===== src/verilog/restart_latch_pkg.sv =====
// Shared constants, types and gate function for the restart latch block
`default_nettype none
package restart_latch_pkg;
  // ************************************************************
  // Clock and time base
  // ************************************************************
  localparam int CLK_PERIOD_NS = 10;
  localparam int MS_NS = 1000000;
  localparam int MS_CYCLES = (MS_NS + CLK_PERIOD_NS - 1) / CLK_PERIOD_NS;
  localparam int MS_PER_S = 1000;
  localparam int PULSE_MIN_MS = 500;
  localparam int PULSE_MAX_MS = 5000;
  localparam int BLINK_HALF_MS = 500;
  localparam int WIN_MIN_S = 6;
  localparam int WIN_MAX_S = 120;
  localparam int GATE_MAX_INPUTS = 7;

  // ************************************************************
  // Register map
  // ************************************************************
  localparam logic [7:0] ADDR_CTRL = 8'h00;
  localparam logic [7:0] ADDR_GATE = 8'h04;
  localparam logic [7:0] ADDR_WIN = 8'h08;
  localparam logic [7:0] ADDR_STATUS = 8'h0C;
  localparam int CTRL_CLEAR_EN = 0;
  localparam int CTRL_REQ_EN = 1;
  localparam int CTRL_REQ_TYPE2 = 2;
  localparam int CTRL_EN_OUT = 3;
  localparam int CTRL_BLOCK_MAND = 4;
  localparam int CTRL_PRE_REQ_EN = 5;
  localparam logic [5:0] CTRL_RESET = 6'h00;
  localparam int GATE_PCNT_LSB = 0;
  localparam int GATE_PFN_LSB = 4;
  localparam int GATE_RCNT_LSB = 8;
  localparam int GATE_RFN_LSB = 12;
  localparam logic [14:0] GATE_RESET = 15'h0101;
  localparam int WIN_SEC_LSB = 0;
  localparam int WIN_MAXBLK_LSB = 8;
  localparam logic [15:0] WIN_RESET = 16'h0106;
  localparam int ST_MON_Q = 0;
  localparam int ST_MON_REQ = 1;
  localparam int ST_MAN_Q = 2;
  localparam int ST_MAN_REQ = 3;
  localparam int ST_MMON_Q = 4;
  localparam int ST_MMON_REQ = 5;
  localparam int ST_PERM_GATE = 6;
  localparam int ST_PRE_Q = 7;
  localparam int ST_PRE_REQ = 8;
  localparam int ST_PRE_WAIT = 9;
  localparam logic [1:0] RESP_OKAY = 2'h0;
  localparam logic [1:0] RESP_SLVERR = 2'h2;

  typedef enum logic [2:0] {GATE_AND, GATE_NAND, GATE_OR, GATE_NOR, GATE_XOR, GATE_XNOR} gate_func_type;

  // Gate over the low count inputs; a count of 0 or 1 passes input 0
  function automatic logic gate_eval(input logic [6:0] bits, input logic [2:0] count, input logic [2:0] func);
    logic [6:0] mask;
    logic all_v;
    logic any_v;
    logic par_v;
    mask = 7'((8'h01 << count) - 8'h01);
    all_v = &(bits | ~mask);
    any_v = |(bits & mask);
    par_v = ^(bits & mask);
    if (count <= 3'h1) begin
      return bits[0];
    end
    case (func)
      GATE_AND: return all_v;
      GATE_NAND: return ~all_v;
      GATE_OR: return any_v;
      GATE_NOR: return ~any_v;
      GATE_XOR: return par_v;
      GATE_XNOR: return ~par_v;
      default: return all_v;
    endcase
  endfunction : gate_eval
endpackage : restart_latch_pkg
`default_nettype wire


===== src/verilog/input_filter.sv =====
// Three-stage pin synchroniser that accepts a level once two stages agree
`default_nettype none
module input_filter #(
  parameter int WIDTH = 1
) (
  input wire logic clk,
  input wire logic reset_n,
  input wire logic [WIDTH-1:0] pin,
  output logic [WIDTH-1:0] level
);
  logic [WIDTH-1:0] stage1_reg;
  logic [WIDTH-1:0] stage2_reg;
  logic [WIDTH-1:0] stage3_reg;
  logic [WIDTH-1:0] level_reg;

  always_ff @(posedge clk) begin
    if (!reset_n) begin
      stage1_reg <= '0;
      stage2_reg <= '0;
      stage3_reg <= '0;
      level_reg <= '0;
    end else begin
      stage1_reg <= pin;
      stage2_reg <= stage1_reg;
      stage3_reg <= stage2_reg;
      for (int i = 0; i < WIDTH; i++) begin
        if (stage2_reg[i] == stage3_reg[i]) begin
          level_reg[i] <= stage3_reg[i];
        end
      end
    end
  end

  assign level = level_reg;
endmodule : input_filter
`default_nettype wire


===== src/verilog/restart_latch_unit.sv =====
// Restart latch operators: monitored, macro manual, macro monitored, pre-reset
//
// The placing of the registers and the AXI4-Lite slave port are this design's own decisions.
`default_nettype none
// Behaviour
// - Clear or permit low forces monitored latch off
// - Idle monitored latch holds; request steady or blinking
// - Clear acts only when clear option enabled
// - Request output optional, steady or blinking type; blinking only on monitored request, macro requests steady
// - Macro latches take gated permit and restart
// - Macro manual latch sets on restart rising edge
// - Macro monitored latch sets on restart pulse
// - Permit gate 1-7 inputs, one bypasses
// - Restart gate 1-7 inputs, one bypasses
// - Gates offer AND NAND OR NOR XOR XNOR
// - Enable-out shows permit gate result
// - Button pulse valid only 500 ms to 5 s
// - Outer press accepted within 6-120 s window
// - Interruption count must be nonzero, within maximum
// - Pre-reset request high while window open
module restart_latch_unit
  import restart_latch_pkg::*;
#(
  parameter int MS_TICK_CYCLES = restart_latch_pkg::MS_CYCLES
) (
  input wire logic clk,
  input wire logic reset_n,
  input wire logic [7:0] s_axi_awaddr,
  input wire logic s_axi_awvalid,
  output logic s_axi_awready,
  input wire logic [31:0] s_axi_wdata,
  input wire logic [3:0] s_axi_wstrb,
  input wire logic s_axi_wvalid,
  output logic s_axi_wready,
  output logic [1:0] s_axi_bresp,
  output logic s_axi_bvalid,
  input wire logic s_axi_bready,
  input wire logic [7:0] s_axi_araddr,
  input wire logic s_axi_arvalid,
  output logic s_axi_arready,
  output logic [31:0] s_axi_rdata,
  output logic [1:0] s_axi_rresp,
  output logic s_axi_rvalid,
  input wire logic s_axi_rready,
  input wire logic permit_in,
  input wire logic restart_in,
  input wire logic clear_in,
  input wire logic [6:0] permit_bits,
  input wire logic [6:0] restart_bits,
  input wire logic inner_button,
  input wire logic outer_button,
  output logic monitored_out,
  output logic monitored_request,
  output logic manual_out,
  output logic manual_request,
  output logic macro_monitored_out,
  output logic macro_monitored_request,
  output logic gate_enable_out,
  output logic prereset_out,
  output logic prereset_request
);
  import restart_latch_pkg::*;

  // Divider counter is 17 bits wide
  if (MS_TICK_CYCLES < 1 || MS_TICK_CYCLES > 131072) begin : gen_tick_check
    $error("MS_TICK_CYCLES out of range");
  end

  typedef enum logic [0:0] {PRE_IDLE, PRE_WAIT} pre_state_type;

  // ************************************************************
  // Pin synchronisers
  // ************************************************************
  logic [18:0] pins_s;
  logic permit_s, restart_s, clear_s, inner_s, outer_s;
  logic [6:0] pbits_s, rbits_s;

  input_filter #(.WIDTH(19)) u_filter (
    .clk(clk),
    .reset_n(reset_n),
    .pin({outer_button, inner_button, restart_bits, permit_bits, clear_in, restart_in, permit_in}),
    .level(pins_s)
  );
  assign {outer_s, inner_s, rbits_s, pbits_s, clear_s, restart_s, permit_s} = pins_s;

  // ************************************************************
  // Register bus
  // ************************************************************
  logic [5:0] ctrl_reg;
  logic [14:0] gate_reg;
  logic [15:0] win_reg;
  logic aw_held_reg, w_held_reg, bvalid_reg, rvalid_reg;
  logic [7:0] awaddr_reg;
  logic [31:0] wdata_reg, rdata_reg;
  logic [1:0] bresp_reg, rresp_reg;
  logic [3:0] wstrb_reg;
  logic [31:0] status_word;

  wire aw_take = s_axi_awvalid && !aw_held_reg && !bvalid_reg;
  wire w_take = s_axi_wvalid && !w_held_reg && !bvalid_reg;
  wire wr_fire = aw_held_reg && w_held_reg && !bvalid_reg;
  wire wr_ctrl = wr_fire && awaddr_reg == ADDR_CTRL;
  wire wr_gate = wr_fire && awaddr_reg == ADDR_GATE;
  wire wr_win = wr_fire && awaddr_reg == ADDR_WIN;
  wire wr_map = wr_ctrl || wr_gate || wr_win || (wr_fire && awaddr_reg == ADDR_STATUS);
  wire rd_take = s_axi_arvalid && !rvalid_reg;
  logic [31:0] rd_word;
  logic rd_hit;
  always_comb begin
    rd_hit = 1'b1;
    if (s_axi_araddr == ADDR_CTRL) begin
      rd_word = 32'(ctrl_reg);
    end else if (s_axi_araddr == ADDR_GATE) begin
      rd_word = 32'(gate_reg);
    end else if (s_axi_araddr == ADDR_WIN) begin
      rd_word = 32'(win_reg);
    end else if (s_axi_araddr == ADDR_STATUS) begin
      rd_word = status_word;
    end else begin
      rd_word = 32'h00000000;
      rd_hit = 1'b0;
    end
  end

  always_ff @(posedge clk) begin
    if (!reset_n) begin
      aw_held_reg <= 1'b0;
      w_held_reg <= 1'b0;
      bvalid_reg <= 1'b0;
      rvalid_reg <= 1'b0;
      awaddr_reg <= 8'h00;
      wdata_reg <= 32'h00000000;
      wstrb_reg <= 4'h0;
      rdata_reg <= 32'h00000000;
      bresp_reg <= RESP_OKAY;
      rresp_reg <= RESP_OKAY;
    end else begin
      if (aw_take) begin
        aw_held_reg <= 1'b1;
        awaddr_reg <= s_axi_awaddr;
      end
      if (w_take) begin
        w_held_reg <= 1'b1;
        wdata_reg <= s_axi_wdata;
        wstrb_reg <= s_axi_wstrb;
      end
      if (wr_fire) begin
        aw_held_reg <= 1'b0;
        w_held_reg <= 1'b0;
        bvalid_reg <= 1'b1;
        bresp_reg <= wr_map ? RESP_OKAY : RESP_SLVERR;
      end else if (s_axi_bready) begin
        bvalid_reg <= 1'b0;
      end
      if (rd_take) begin
        rvalid_reg <= 1'b1;
        rdata_reg <= rd_word;
        rresp_reg <= rd_hit ? RESP_OKAY : RESP_SLVERR;
      end else if (s_axi_rready) begin
        rvalid_reg <= 1'b0;
      end
    end
  end

  // Configuration registers; only byte lanes 0 and 1 are used
  always_ff @(posedge clk) begin
    if (!reset_n) begin
      ctrl_reg <= CTRL_RESET;
      gate_reg <= GATE_RESET;
      win_reg <= WIN_RESET;
    end else begin
      if (wr_ctrl && wstrb_reg[0]) begin
        ctrl_reg <= wdata_reg[5:0];
      end
      if (wr_gate && wstrb_reg[0]) begin
        gate_reg[6:0] <= wdata_reg[6:0];
      end
      if (wr_gate && wstrb_reg[1]) begin
        gate_reg[14:8] <= wdata_reg[14:8];
      end
      if (wr_win && wstrb_reg[0]) begin
        win_reg[7:0] <= wdata_reg[7:0];
      end
      if (wr_win && wstrb_reg[1]) begin
        win_reg[15:8] <= wdata_reg[15:8];
      end
    end
  end

  assign s_axi_awready = !aw_held_reg && !bvalid_reg;
  assign s_axi_wready = !w_held_reg && !bvalid_reg;
  assign s_axi_bvalid = bvalid_reg;
  assign s_axi_bresp = bresp_reg;
  assign s_axi_arready = !rvalid_reg;
  assign s_axi_rvalid = rvalid_reg;
  assign s_axi_rdata = rdata_reg;
  assign s_axi_rresp = rresp_reg;

  // ************************************************************
  // Options and gates
  // ************************************************************
  wire clear_en = ctrl_reg[CTRL_CLEAR_EN];
  wire req_en = ctrl_reg[CTRL_REQ_EN];
  wire req_type2 = ctrl_reg[CTRL_REQ_TYPE2];
  wire [2:0] perm_cnt = gate_reg[GATE_PCNT_LSB +: 3];
  wire [2:0] perm_fn = gate_reg[GATE_PFN_LSB +: 3];
  wire [2:0] rst_cnt = gate_reg[GATE_RCNT_LSB +: 3];
  wire [2:0] rst_fn = gate_reg[GATE_RFN_LSB +: 3];
  wire [6:0] win_sec = win_reg[WIN_SEC_LSB +: 7];
  wire [7:0] max_blocks = win_reg[WIN_MAXBLK_LSB +: 8];
  wire eff_clear = clear_en && clear_s;
  wire perm_gate = gate_eval(pbits_s, perm_cnt, perm_fn);
  wire rst_gate = gate_eval(rbits_s, rst_cnt, rst_fn);

  // ************************************************************
  // Millisecond tick and blink
  // ************************************************************
  logic [16:0] div_reg;
  logic [9:0] blink_cnt_reg;
  logic blink_reg;
  wire ms_tick = div_reg == 17'(MS_TICK_CYCLES - 1);
  always_ff @(posedge clk) begin
    if (!reset_n) begin
      div_reg <= 17'h00000;
      blink_cnt_reg <= 10'h000;
      blink_reg <= 1'b0;
    end else begin
      div_reg <= ms_tick ? 17'h00000 : div_reg + 17'h00001;
      if (ms_tick) begin
        blink_cnt_reg <= (blink_cnt_reg == 10'(BLINK_HALF_MS - 1)) ? 10'h000 : blink_cnt_reg + 10'h001;
        blink_reg <= (blink_cnt_reg == 10'(BLINK_HALF_MS - 1)) ? ~blink_reg : blink_reg;
      end
    end
  end

  // ************************************************************
  // Latches
  // ************************************************************
  logic restart_d_reg, rst_gate_d_reg, permit_d_reg, inner_d_reg, outer_d_reg;
  logic mon_q_reg, mon_arm_reg, man_q_reg, mmon_q_reg, mmon_arm_reg, gate_out_reg;
  always_ff @(posedge clk) begin
    if (!reset_n) begin
      restart_d_reg <= 1'b0;
      rst_gate_d_reg <= 1'b0;
      mon_q_reg <= 1'b0;
      mon_arm_reg <= 1'b0;
      man_q_reg <= 1'b0;
      mmon_q_reg <= 1'b0;
      mmon_arm_reg <= 1'b0;
      gate_out_reg <= 1'b0;
    end else begin
      restart_d_reg <= restart_s;
      rst_gate_d_reg <= rst_gate;
      gate_out_reg <= ctrl_reg[CTRL_EN_OUT] && perm_gate;
      // monitored latch: arm on rise, set on fall
      if (eff_clear || !permit_s) begin
        mon_q_reg <= 1'b0;
        mon_arm_reg <= 1'b0;
      end else if (restart_s && !restart_d_reg) begin
        mon_arm_reg <= 1'b1;
      end else if (!restart_s && restart_d_reg && mon_arm_reg) begin
        mon_q_reg <= 1'b1;
        mon_arm_reg <= 1'b0;
      end
      // macro manual on restart gate rising edge
      if (eff_clear || !perm_gate) begin
        man_q_reg <= 1'b0;
      end else if (rst_gate && !rst_gate_d_reg) begin
        man_q_reg <= 1'b1;
      end
      // macro monitored on restart gate pulse
      if (eff_clear || !perm_gate) begin
        mmon_q_reg <= 1'b0;
        mmon_arm_reg <= 1'b0;
      end else if (rst_gate && !rst_gate_d_reg) begin
        mmon_arm_reg <= 1'b1;
      end else if (!rst_gate && rst_gate_d_reg && mmon_arm_reg) begin
        mmon_q_reg <= 1'b1;
        mmon_arm_reg <= 1'b0;
      end
    end
  end

  // request outputs; monitored type 1 steady or type 2 blinking, manual and macro monitored steady
  wire mon_blocked = eff_clear || !permit_s;
  wire mon_req1 = !mon_blocked && !mon_q_reg;
  wire mon_req2 = mon_blocked || (!mon_q_reg && blink_reg);
  assign monitored_out = mon_q_reg;
  assign monitored_request = req_en && (req_type2 ? mon_req2 : mon_req1);
  assign manual_out = man_q_reg;
  assign manual_request = req_en && !eff_clear && perm_gate && !man_q_reg;
  assign macro_monitored_out = mmon_q_reg;
  assign macro_monitored_request = req_en && !eff_clear && perm_gate && !mmon_q_reg;
  assign gate_enable_out = gate_out_reg;

  // ************************************************************
  // Pre-reset sequencer
  // ************************************************************
  pre_state_type pre_state_reg;
  logic [12:0] inner_ms_reg, outer_ms_reg;
  logic [16:0] win_ms_reg;
  logic [7:0] blocks_reg;
  logic pre_q_reg;
  wire [6:0] win_clamped = (win_sec < 7'(WIN_MIN_S)) ? 7'(WIN_MIN_S) :
                           (win_sec > 7'(WIN_MAX_S)) ? 7'(WIN_MAX_S) : win_sec;
  wire [16:0] win_limit = 17'(win_clamped * MS_PER_S);
  wire inner_ok = !inner_s && inner_d_reg && inner_ms_reg >= 13'(PULSE_MIN_MS) && inner_ms_reg <= 13'(PULSE_MAX_MS);
  wire outer_ok = !outer_s && outer_d_reg && outer_ms_reg >= 13'(PULSE_MIN_MS) && outer_ms_reg <= 13'(PULSE_MAX_MS);
  wire win_over = win_ms_reg >= win_limit;
  wire blocks_ok = !ctrl_reg[CTRL_BLOCK_MAND] || (blocks_reg != 8'h00 && blocks_reg <= max_blocks);
  wire permit_fell = !permit_s && permit_d_reg;

  always_ff @(posedge clk) begin
    if (!reset_n) begin
      pre_state_reg <= PRE_IDLE;
      inner_d_reg <= 1'b0;
      outer_d_reg <= 1'b0;
      permit_d_reg <= 1'b0;
      inner_ms_reg <= 13'h0000;
      outer_ms_reg <= 13'h0000;
      win_ms_reg <= 17'h00000;
      blocks_reg <= 8'h00;
      pre_q_reg <= 1'b0;
    end else begin
      inner_d_reg <= inner_s;
      outer_d_reg <= outer_s;
      permit_d_reg <= permit_s;
      if (!inner_s) begin
        inner_ms_reg <= 13'h0000;
      end else if (ms_tick && inner_ms_reg != 13'h1FFF) begin
        inner_ms_reg <= inner_ms_reg + 13'h0001;
      end
      if (!outer_s) begin
        outer_ms_reg <= 13'h0000;
      end else if (ms_tick && outer_ms_reg != 13'h1FFF) begin
        outer_ms_reg <= outer_ms_reg + 13'h0001;
      end
      // output clears on permit fall or clear
      if (eff_clear || permit_fell) begin
        pre_q_reg <= 1'b0;
      end
      case (pre_state_reg)
        PRE_IDLE: begin
          if (inner_ok) begin
            pre_state_reg <= PRE_WAIT;
            win_ms_reg <= 17'h00000;
            blocks_reg <= 8'h00;
          end
        end
        PRE_WAIT: begin
          if (ms_tick) begin
            win_ms_reg <= win_ms_reg + 17'h00001;
          end
          if (permit_fell && blocks_reg != 8'hFF) begin
            blocks_reg <= blocks_reg + 8'h01;
          end
          if (win_over) begin
            pre_state_reg <= PRE_IDLE;
          end else if (outer_ok) begin
            pre_state_reg <= PRE_IDLE;
            // set after inner then outer with permit high
            if (permit_s && !eff_clear && blocks_ok) begin
              pre_q_reg <= 1'b1;
            end
          end
        end
        default: pre_state_reg <= PRE_IDLE;
      endcase
    end
  end

  assign prereset_out = pre_q_reg;
  assign prereset_request = ctrl_reg[CTRL_PRE_REQ_EN] && pre_state_reg == PRE_WAIT;

  always_comb begin
    status_word = 32'h00000000;
    status_word[ST_MON_Q] = mon_q_reg;
    status_word[ST_MON_REQ] = monitored_request;
    status_word[ST_MAN_Q] = man_q_reg;
    status_word[ST_MAN_REQ] = manual_request;
    status_word[ST_MMON_Q] = mmon_q_reg;
    status_word[ST_MMON_REQ] = macro_monitored_request;
    status_word[ST_PERM_GATE] = perm_gate;
    status_word[ST_PRE_Q] = pre_q_reg;
    status_word[ST_PRE_REQ] = prereset_request;
    status_word[ST_PRE_WAIT] = pre_state_reg == PRE_WAIT;
  end
endmodule : restart_latch_unit
`default_nettype wire


===== config.mk =====
export PLATFORM = sky130hd
export DESIGN_NAME = restart_latch_unit
export DESIGN_NICKNAME = d
export VERILOG_FILES = /design/src/verilog/restart_latch_pkg.sv /design/src/verilog/input_filter.sv /design/src/verilog/restart_latch_unit.sv
export SDC_FILE = /design/constraint.sdc
export NUM_CORES = 1
export LEC_CHECK = 0
export ABC_CLOCK_PERIOD_IN_PS = 9200
export BUFFER_PORTS_ARGS = -buffer_cell sky130_fd_sc_hd__buf_2
export CORE_MARGIN = 5
export CORE_UTILIZATION = 60
export CTS_BUF_LIST = sky130_fd_sc_hd__clkbuf_4 sky130_fd_sc_hd__clkbuf_8 sky130_fd_sc_hd__clkbuf_16
export CTS_CLUSTER_DIAMETER = 80
export DETAILED_ROUTE_END_ITERATION = 8
export PLACE_DENSITY = 0.81
export SLEW_MARGIN = 20
export SYNTH_ARGS = -nofsm -noshare
export SYNTH_HDL_FRONTEND = slang
export SYNTH_HIERARCHICAL = 1
export SYNTH_SLANG_ARGS = --single-unit

===== constraint.sdc =====
create_clock -name clk -period 9.2 [get_ports clk]
set_input_delay 1.38 -clock clk [delete_from_list [all_inputs] [get_ports clk]]
set_output_delay 1.38 -clock clk [all_outputs]
set_load 0.01 [all_outputs]

Word level (Yosys, flattened, before mapping)
Index checks and enable logic that the tools add are counted.
{"block": "totals", "regBits": 270, "input_bits": 78}
{"block": "op_classes", "add_sub_neg": 8, "reduce_logical": 97, "multipliers": 1, "n_mux": 45, "n_lt_le_gt_ge": 10, "n_bitwise": 17, "eq_ne": 43, "n_shift": 2}
{"op": "logical AND 1 bit", "n": 47}
{"op": "adder 17 x 1 -> 17 bit (second input constant)", "n": 2}
{"op": "two-way mux 17 bit", "n": 2}
{"op": "case mux 17 bit (2 select lines)", "n": 1}
{"op": "equality test 8 x 4 -> 1 bit (second input constant)", "n": 4}
{"op": "two-way mux 16 bit", "n": 2}
{"op": "two-way mux 32 bit", "n": 1}
{"op": "two-way mux 1 bit", "n": 27}
{"op": "adder 13 x 1 -> 13 bit (second input constant)", "n": 2}
{"op": ">= comparator 13 x 9 -> 1 bit (second input constant)", "n": 2}
{"op": "<= comparator 13 bit (second input constant)", "n": 2}
{"op": "inequality test 13 bit (second input constant)", "n": 2}
{"op": "two-way mux 10 bit", "n": 2}
{"op": "equality test 1 bit", "n": 19}
{"op": "logical NOT 1 bit", "n": 18}
{"op": "equality test 17 bit (second input constant)", "n": 1}
{"op": ">= comparator 17 bit", "n": 1}
{"op": "equality test 8 x 3 -> 1 bit (second input constant)", "n": 2}
{"op": "logical NOT 8 bit", "n": 2}
{"op": "two-way mux 8 bit", "n": 2}
{"op": "case mux 8 bit (2 select lines)", "n": 1}
{"op": "AND 7 bit", "n": 2}
{"op": "multiplier 7 x 7 -> 14 bit (second input constant)", "n": 1}
{"op": "two-way mux 7 bit", "n": 2}
{"op": "29 further kinds", "n": 76}

Depth between registers and ports, before layout
{"block": "logic_depth", "depth_word": 14, "mapped_depth": 26}

Modules after synthesis
Netlist, hierarchy kept.
{"module": "restart_latch_unit", "area_each_um2": 10174.8, "seq_area_each_um2": 3523.4, "instances": 1, "cells_per_inst": 1220}
{"module": "input_filter", "area_each_um2": 2294.7, "seq_area_each_um2": 1521.5, "instances": 1, "cells_per_inst": 198}

Least setup slack after synthesis
OpenSTA, ideal clock, no wires.
{"block": "synth_timing", "kind": "register to register", "from": "reg win_reg[6]", "to": "reg pre_state_reg", "t_required_ps": 9130, "setup_ps": 70, "path_buffers": 1, "path_slack_ps": 3798, "synth_period_minus_slack_ps": 5402, "path_stages_with_launch": 27, "arrival_ps": 5331, "path_cell_list": "dfxtp_1 > clkbuf_1 > nor3_1 > nor2_1 > a21oi_1 > inv_1 > fa_1 > inv_1 > fa_1 > inv_1 > fa_1 > fa_1 > inv_1 > ha_1 > o21ai_0 > a21oi_1 > o21ai_0 > a21oi_1 > nor2_1 > xor2_1 > ha_1 > a21oi_1 > nor2b_1 > o21ai_0 > and3b_1 > nand3_1 > a21oi_1"}
{"block": "synth_via", "elab_chain_cells": 7}
{"element": "start: declaration", "line": "restart_latch_unit.sv:91", "text": "logic [15:0] win_reg;"}
{"element": "start signal: assignment", "line": "restart_latch_unit.sv:182", "text": "win_reg[7:0] <= wdata_reg[7:0];"}
{"element": "> comparator 7 bit", "line": "restart_latch_unit.sv:305", "text": "(win_sec > 7'(WIN_MAX_S)) ? 7'(WIN_MAX_S) : win_sec;"}
{"element": "two-way mux 7 bit", "line": "restart_latch_unit.sv:305"}
{"element": "two-way mux 7 bit *", "line": "restart_latch_unit.sv:304", "text": "wire [6:0] win_clamped = (win_sec < 7'(WIN_MIN_S)) ? 7'(WIN_MIN_S) :"}
{"element": "multiplier 7 x 7 -> 14 bit *", "line": "restart_latch_unit.sv:306", "text": "wire [16:0] win_limit = 17'(win_clamped * MS_PER_S);"}
{"element": ">= comparator 17 bit *", "line": "restart_latch_unit.sv:309", "text": "wire win_over = win_ms_reg >= win_limit;"}
{"element": "two-way mux 1 bit *", "line": "restart_latch_unit.sv:357", "text": "if (win_over) begin"}
{"element": "case mux 1 bit (2 select lines) *", "line": "restart_latch_unit.sv:342", "text": "case (pre_state_reg)"}
{"element": "end signal: assignment", "line": "restart_latch_unit.sv:345", "text": "pre_state_reg <= PRE_WAIT;"}
{"element": "end signal: assignment", "line": "restart_latch_unit.sv:358", "text": "pre_state_reg <= PRE_IDLE;"}
{"element": "end signal: assignment", "line": "restart_latch_unit.sv:360", "text": "pre_state_reg <= PRE_IDLE;"}
{"element": "end: declaration", "line": "restart_latch_unit.sv:299", "text": "pre_state_type pre_state_reg;"}
Every way passes the cells marked *; elsewhere a longest branch is shown, timed or not.
A chain may end at the register's enable or synchronous reset.

Final worst setup path
{"block": "layout_timing", "from": "reg win_reg[5]", "to": "reg pre_state_reg"}
Same word-level chain as after synthesis.

==> results.txt <==
----------------------------------------------------
[Pwr]
  Maximum ir drop on the vdd rail ... 0.000181 V
  Total chip power ... 2.36 mW
  Static power due to leakage ... 5.63 nW
  Power density over the cells ... 169 mW/mm^2

[Setup path]
  Nature of the critical path endpoint ... flop
  Startpoint type of the worst setup path ... flop
  Depth of the most critical reg-to-reg path ... 23
  Type of the setup path with the least slack ... flop to flop
  Data required, critical path ... 9660 ps
  Worst EP arrival ... 6710 ps
  CP Max Fanout ... 11

[Synth]
  Mean instance size in the synthesized netlist ... 8.79 sq um
  Synth Cell Area ... 0.0125 sq mm
  Post-synth EDFFs ... 0
  Sequential fraction of the synthesis area ... 40.5%
  Number of warning messages in the yosys log ... 6
  Count of unique library cells instantiated by Yosys ... 77
  Main flop type after synthesis ... dfxtp_1
  Async SR Flop Fraction ... 0%
  Number of standard cells after synthesis ... 1418
  Synthesized flop and latch total ... 252

[Global route]
  Via count of the first global-routing pass ... 9319
  GRT Overall Usage ... 22.0%
  First-pass GRT wire length ... 44.8 mm
  Global route overflow ... 0
  Largest net degree at the start of global routing ... 97
  Number of antenna violations at the first check in global routing ... 0

[Cells and area]
  Commonest cells after routing, fill and taps aside ... dfxtp_1, nand2_1, nor2_1, buf_2, a21oi_1
  Combined area of the multi-input logic cells ... 0.00684 sq mm
  Total number of nets in the final design ... 1656
  Area growth, synth to finish ... 11.8%
  FILL cells ... 1587
  Sequential cell area in the final layout ... 0.00504 sq mm
  Post-layout instance area ... 0.0139 sq mm
  Layout cells sized above 1 ... 11.6%
  Most common cell after layout, fill and taps aside ... dfxtp_1
  Diode count ... 0

[Drt]
  Routed Wire Length ... 26.6 mm
  Routed len/inst ... 15.0 microns
  Remaining antenna violation count ... 0
  Total iterations of the first detailed-routing run ... 5
  Via density per instance ... 5.56
  Remaining design rule violation count ... 0
  Routed vias ... 9875
  DR iter-0 viols ... 676

[STA]
  Slew at the pin closest to its max-slew limit ... 855 ps
  Unrepaired setup endpoints after global routing ... no
  Setup-violating endpoint count in the final report ... 0
  Setup ws final ... 2940 ps
  Final clock skew ... 7.27 ps
  Final-report max-slew violation count ... 0
  Slew margin rel. ... 42.9%
  Total Neg Setup Slack ... 0 ps
  Worst hold slack ... 430 ps
  Min Tclk post-route ... 6260 ps
  Tcrit/Tclk final ... 68.0%
  Hold violation count in the final report ... 0
  Max Freq ... 160 MHz

[Die]
  Width of the die ... 154 microns
  Height of the chip ... 154 microns
  Starting Density ... 61.2%
  Overall die area ... 0.0238 sq mm
  Core Rows ... 52
  # IOs ... 128
  Area of the placeable core ... 0.0204 sq mm

[Status]
  Result of the run ... complete, no violations

[Placed design]
  Routability-driven placement congestion ratio ... 0.865
  Number of port buffers ... 91
  Placed instance area ... 0.0130 sq mm
  Worst setup timing slack at the placement stage ... 3000 ps
  Sum of net half-perimeters after detailed placement ... 18.6 mm

[CTS]
  CTS tree ... yes
  Clock edge transition at the registers on the reported setup and hold paths ... 60 ps
  # H-tree levels ... 1
  Cts bufs inserted ... 26
  # clock sinks ... 252
  Post-cts resize count ... 0
  Number of buffers on the longest clock path ... 3
  Root buffer cell ... clkbuf_16
  Post-CTS setup repair buffer count ... 0
  Hold bufs inserted after CTS ... 0
  Clock insertion delay at the later pin of the skew report ... 530 ps

[Run]
  MaxCap Viol Count ... 0

[Worst hold path]
  WHS Path Cells ... 1
  Path type of the worst min-delay path ... flop to flop

----------------------------------------------------
==> cell usage after synthesis (12+ instances only) <==
cell type  instances  area share [%]
nor2b_1           13            0.65
inv_1             70             2.1
xor2_1            36             2.5
nor3_1            26             1.0
and2_1            68             3.4
nand4_1           14            0.70
clkbuf_1          41             1.2
nand3_1           43             1.7
xnor2_1           30             2.1
or3_1             20             1.0
nand2_1          155             4.7
a31oi_1           12            0.60
a21oi_1           90             3.6
o21ai_0           59             2.4
fa_1              18             2.9
ha_1              74             7.4
mux2i_1           41             3.3
buf_4             22             1.3
dfxtp_1          252              40
and3_1            24             1.2
a21boi_2          13             1.2
nor2_1           143             4.3
==> per-layer routing <==
| layer | global-route usage (%) | vias up | routed length [microns] | share of wire (%) |
|---|---|---|---|---|
| met2 | 36.8 | 273 | 12200 | 46 |
| met5 | 0 | - | 0 | 0 |
| met3 | 3.32 | 50 | 1730 | 6.5 |
| li1 | - | 4973 | - | - |
| met1 | 30.2 | 4579 | 12000 | 45 |
| met4 | 5.38 | 0 | 600 | 2.3 |
==> layout make-up <==
class | instances | area share (%)
clock buffer | 34 | 5.32
clock inverter | 13 | 1.50
inverter | 71 | 1.91
multi-input combinational | 1037 | 49.0
sequential | 252 | 36.2
tap | 270 | 2.42
timing repair buffer | 98 | 3.64
==> worst max-delay path, cell delays in order, from the launching register on <==
cell      delay (ps)
dfxtp_1          490
nor3_1           380
nor2_1            70
a21oi_1          440
inv_1            190
fa_1             560
inv_1             70
fa_1             510
inv_1             50
fa_1             490
fa_1             510
inv_1             40
ha_1             320
inv_1             60
o21ai_0           80
a21oi_1          270
o21ai_0          250
a311oi_1         390
ha_1             310
nor2b_1          130
o21ai_0          130
and3b_1          200
nand3_1           80
a21oi_1          150
==> metrics by stage <==
step	util, %	cells
after global placement	63.8	1728
after CTS	68.5	1775
after detailed placement	63.8	1728
after floorplan	-	1435
after global routing	68.5	1775
final	68.5	1775
==> power by group <==
part           switching [mW]  internal (mW)  leakage (nW)  total, mW
sequential             0.0139           1.11          2.05       1.13
combinational          0.0539         0.0333          3.10     0.0872
clock                   0.432          0.709         0.475       1.14
total                   0.500           1.86          5.63       2.36
==> logic make-up after synthesis <==
group	Yosys count	synth area share, %
and+or+nand+nor	559	22.0
adders and majority gates	93	10.4
DFF	252	40.5
AOI/OAI and AO/OA	255	13.1
buffers and inverters	146	5.26
other	1	0.0301
muxes	46	4.10
xor gates and xnor gates	66	4.64
==> worst paths after layout <==
path	startpoint	end	slack [ps]
worst max-delay path	win_reg[5]	pre_state_reg	2940
worst min-delay path	u_filter/stage1_reg[16]	u_filter/stage2_reg[16]	430
worst max register to register	win_reg[5]	pre_state_reg	2940
worst min register to register	u_filter/stage1_reg[16]	u_filter/stage2_reg[16]	430
(Power assumes the default switching activity.)
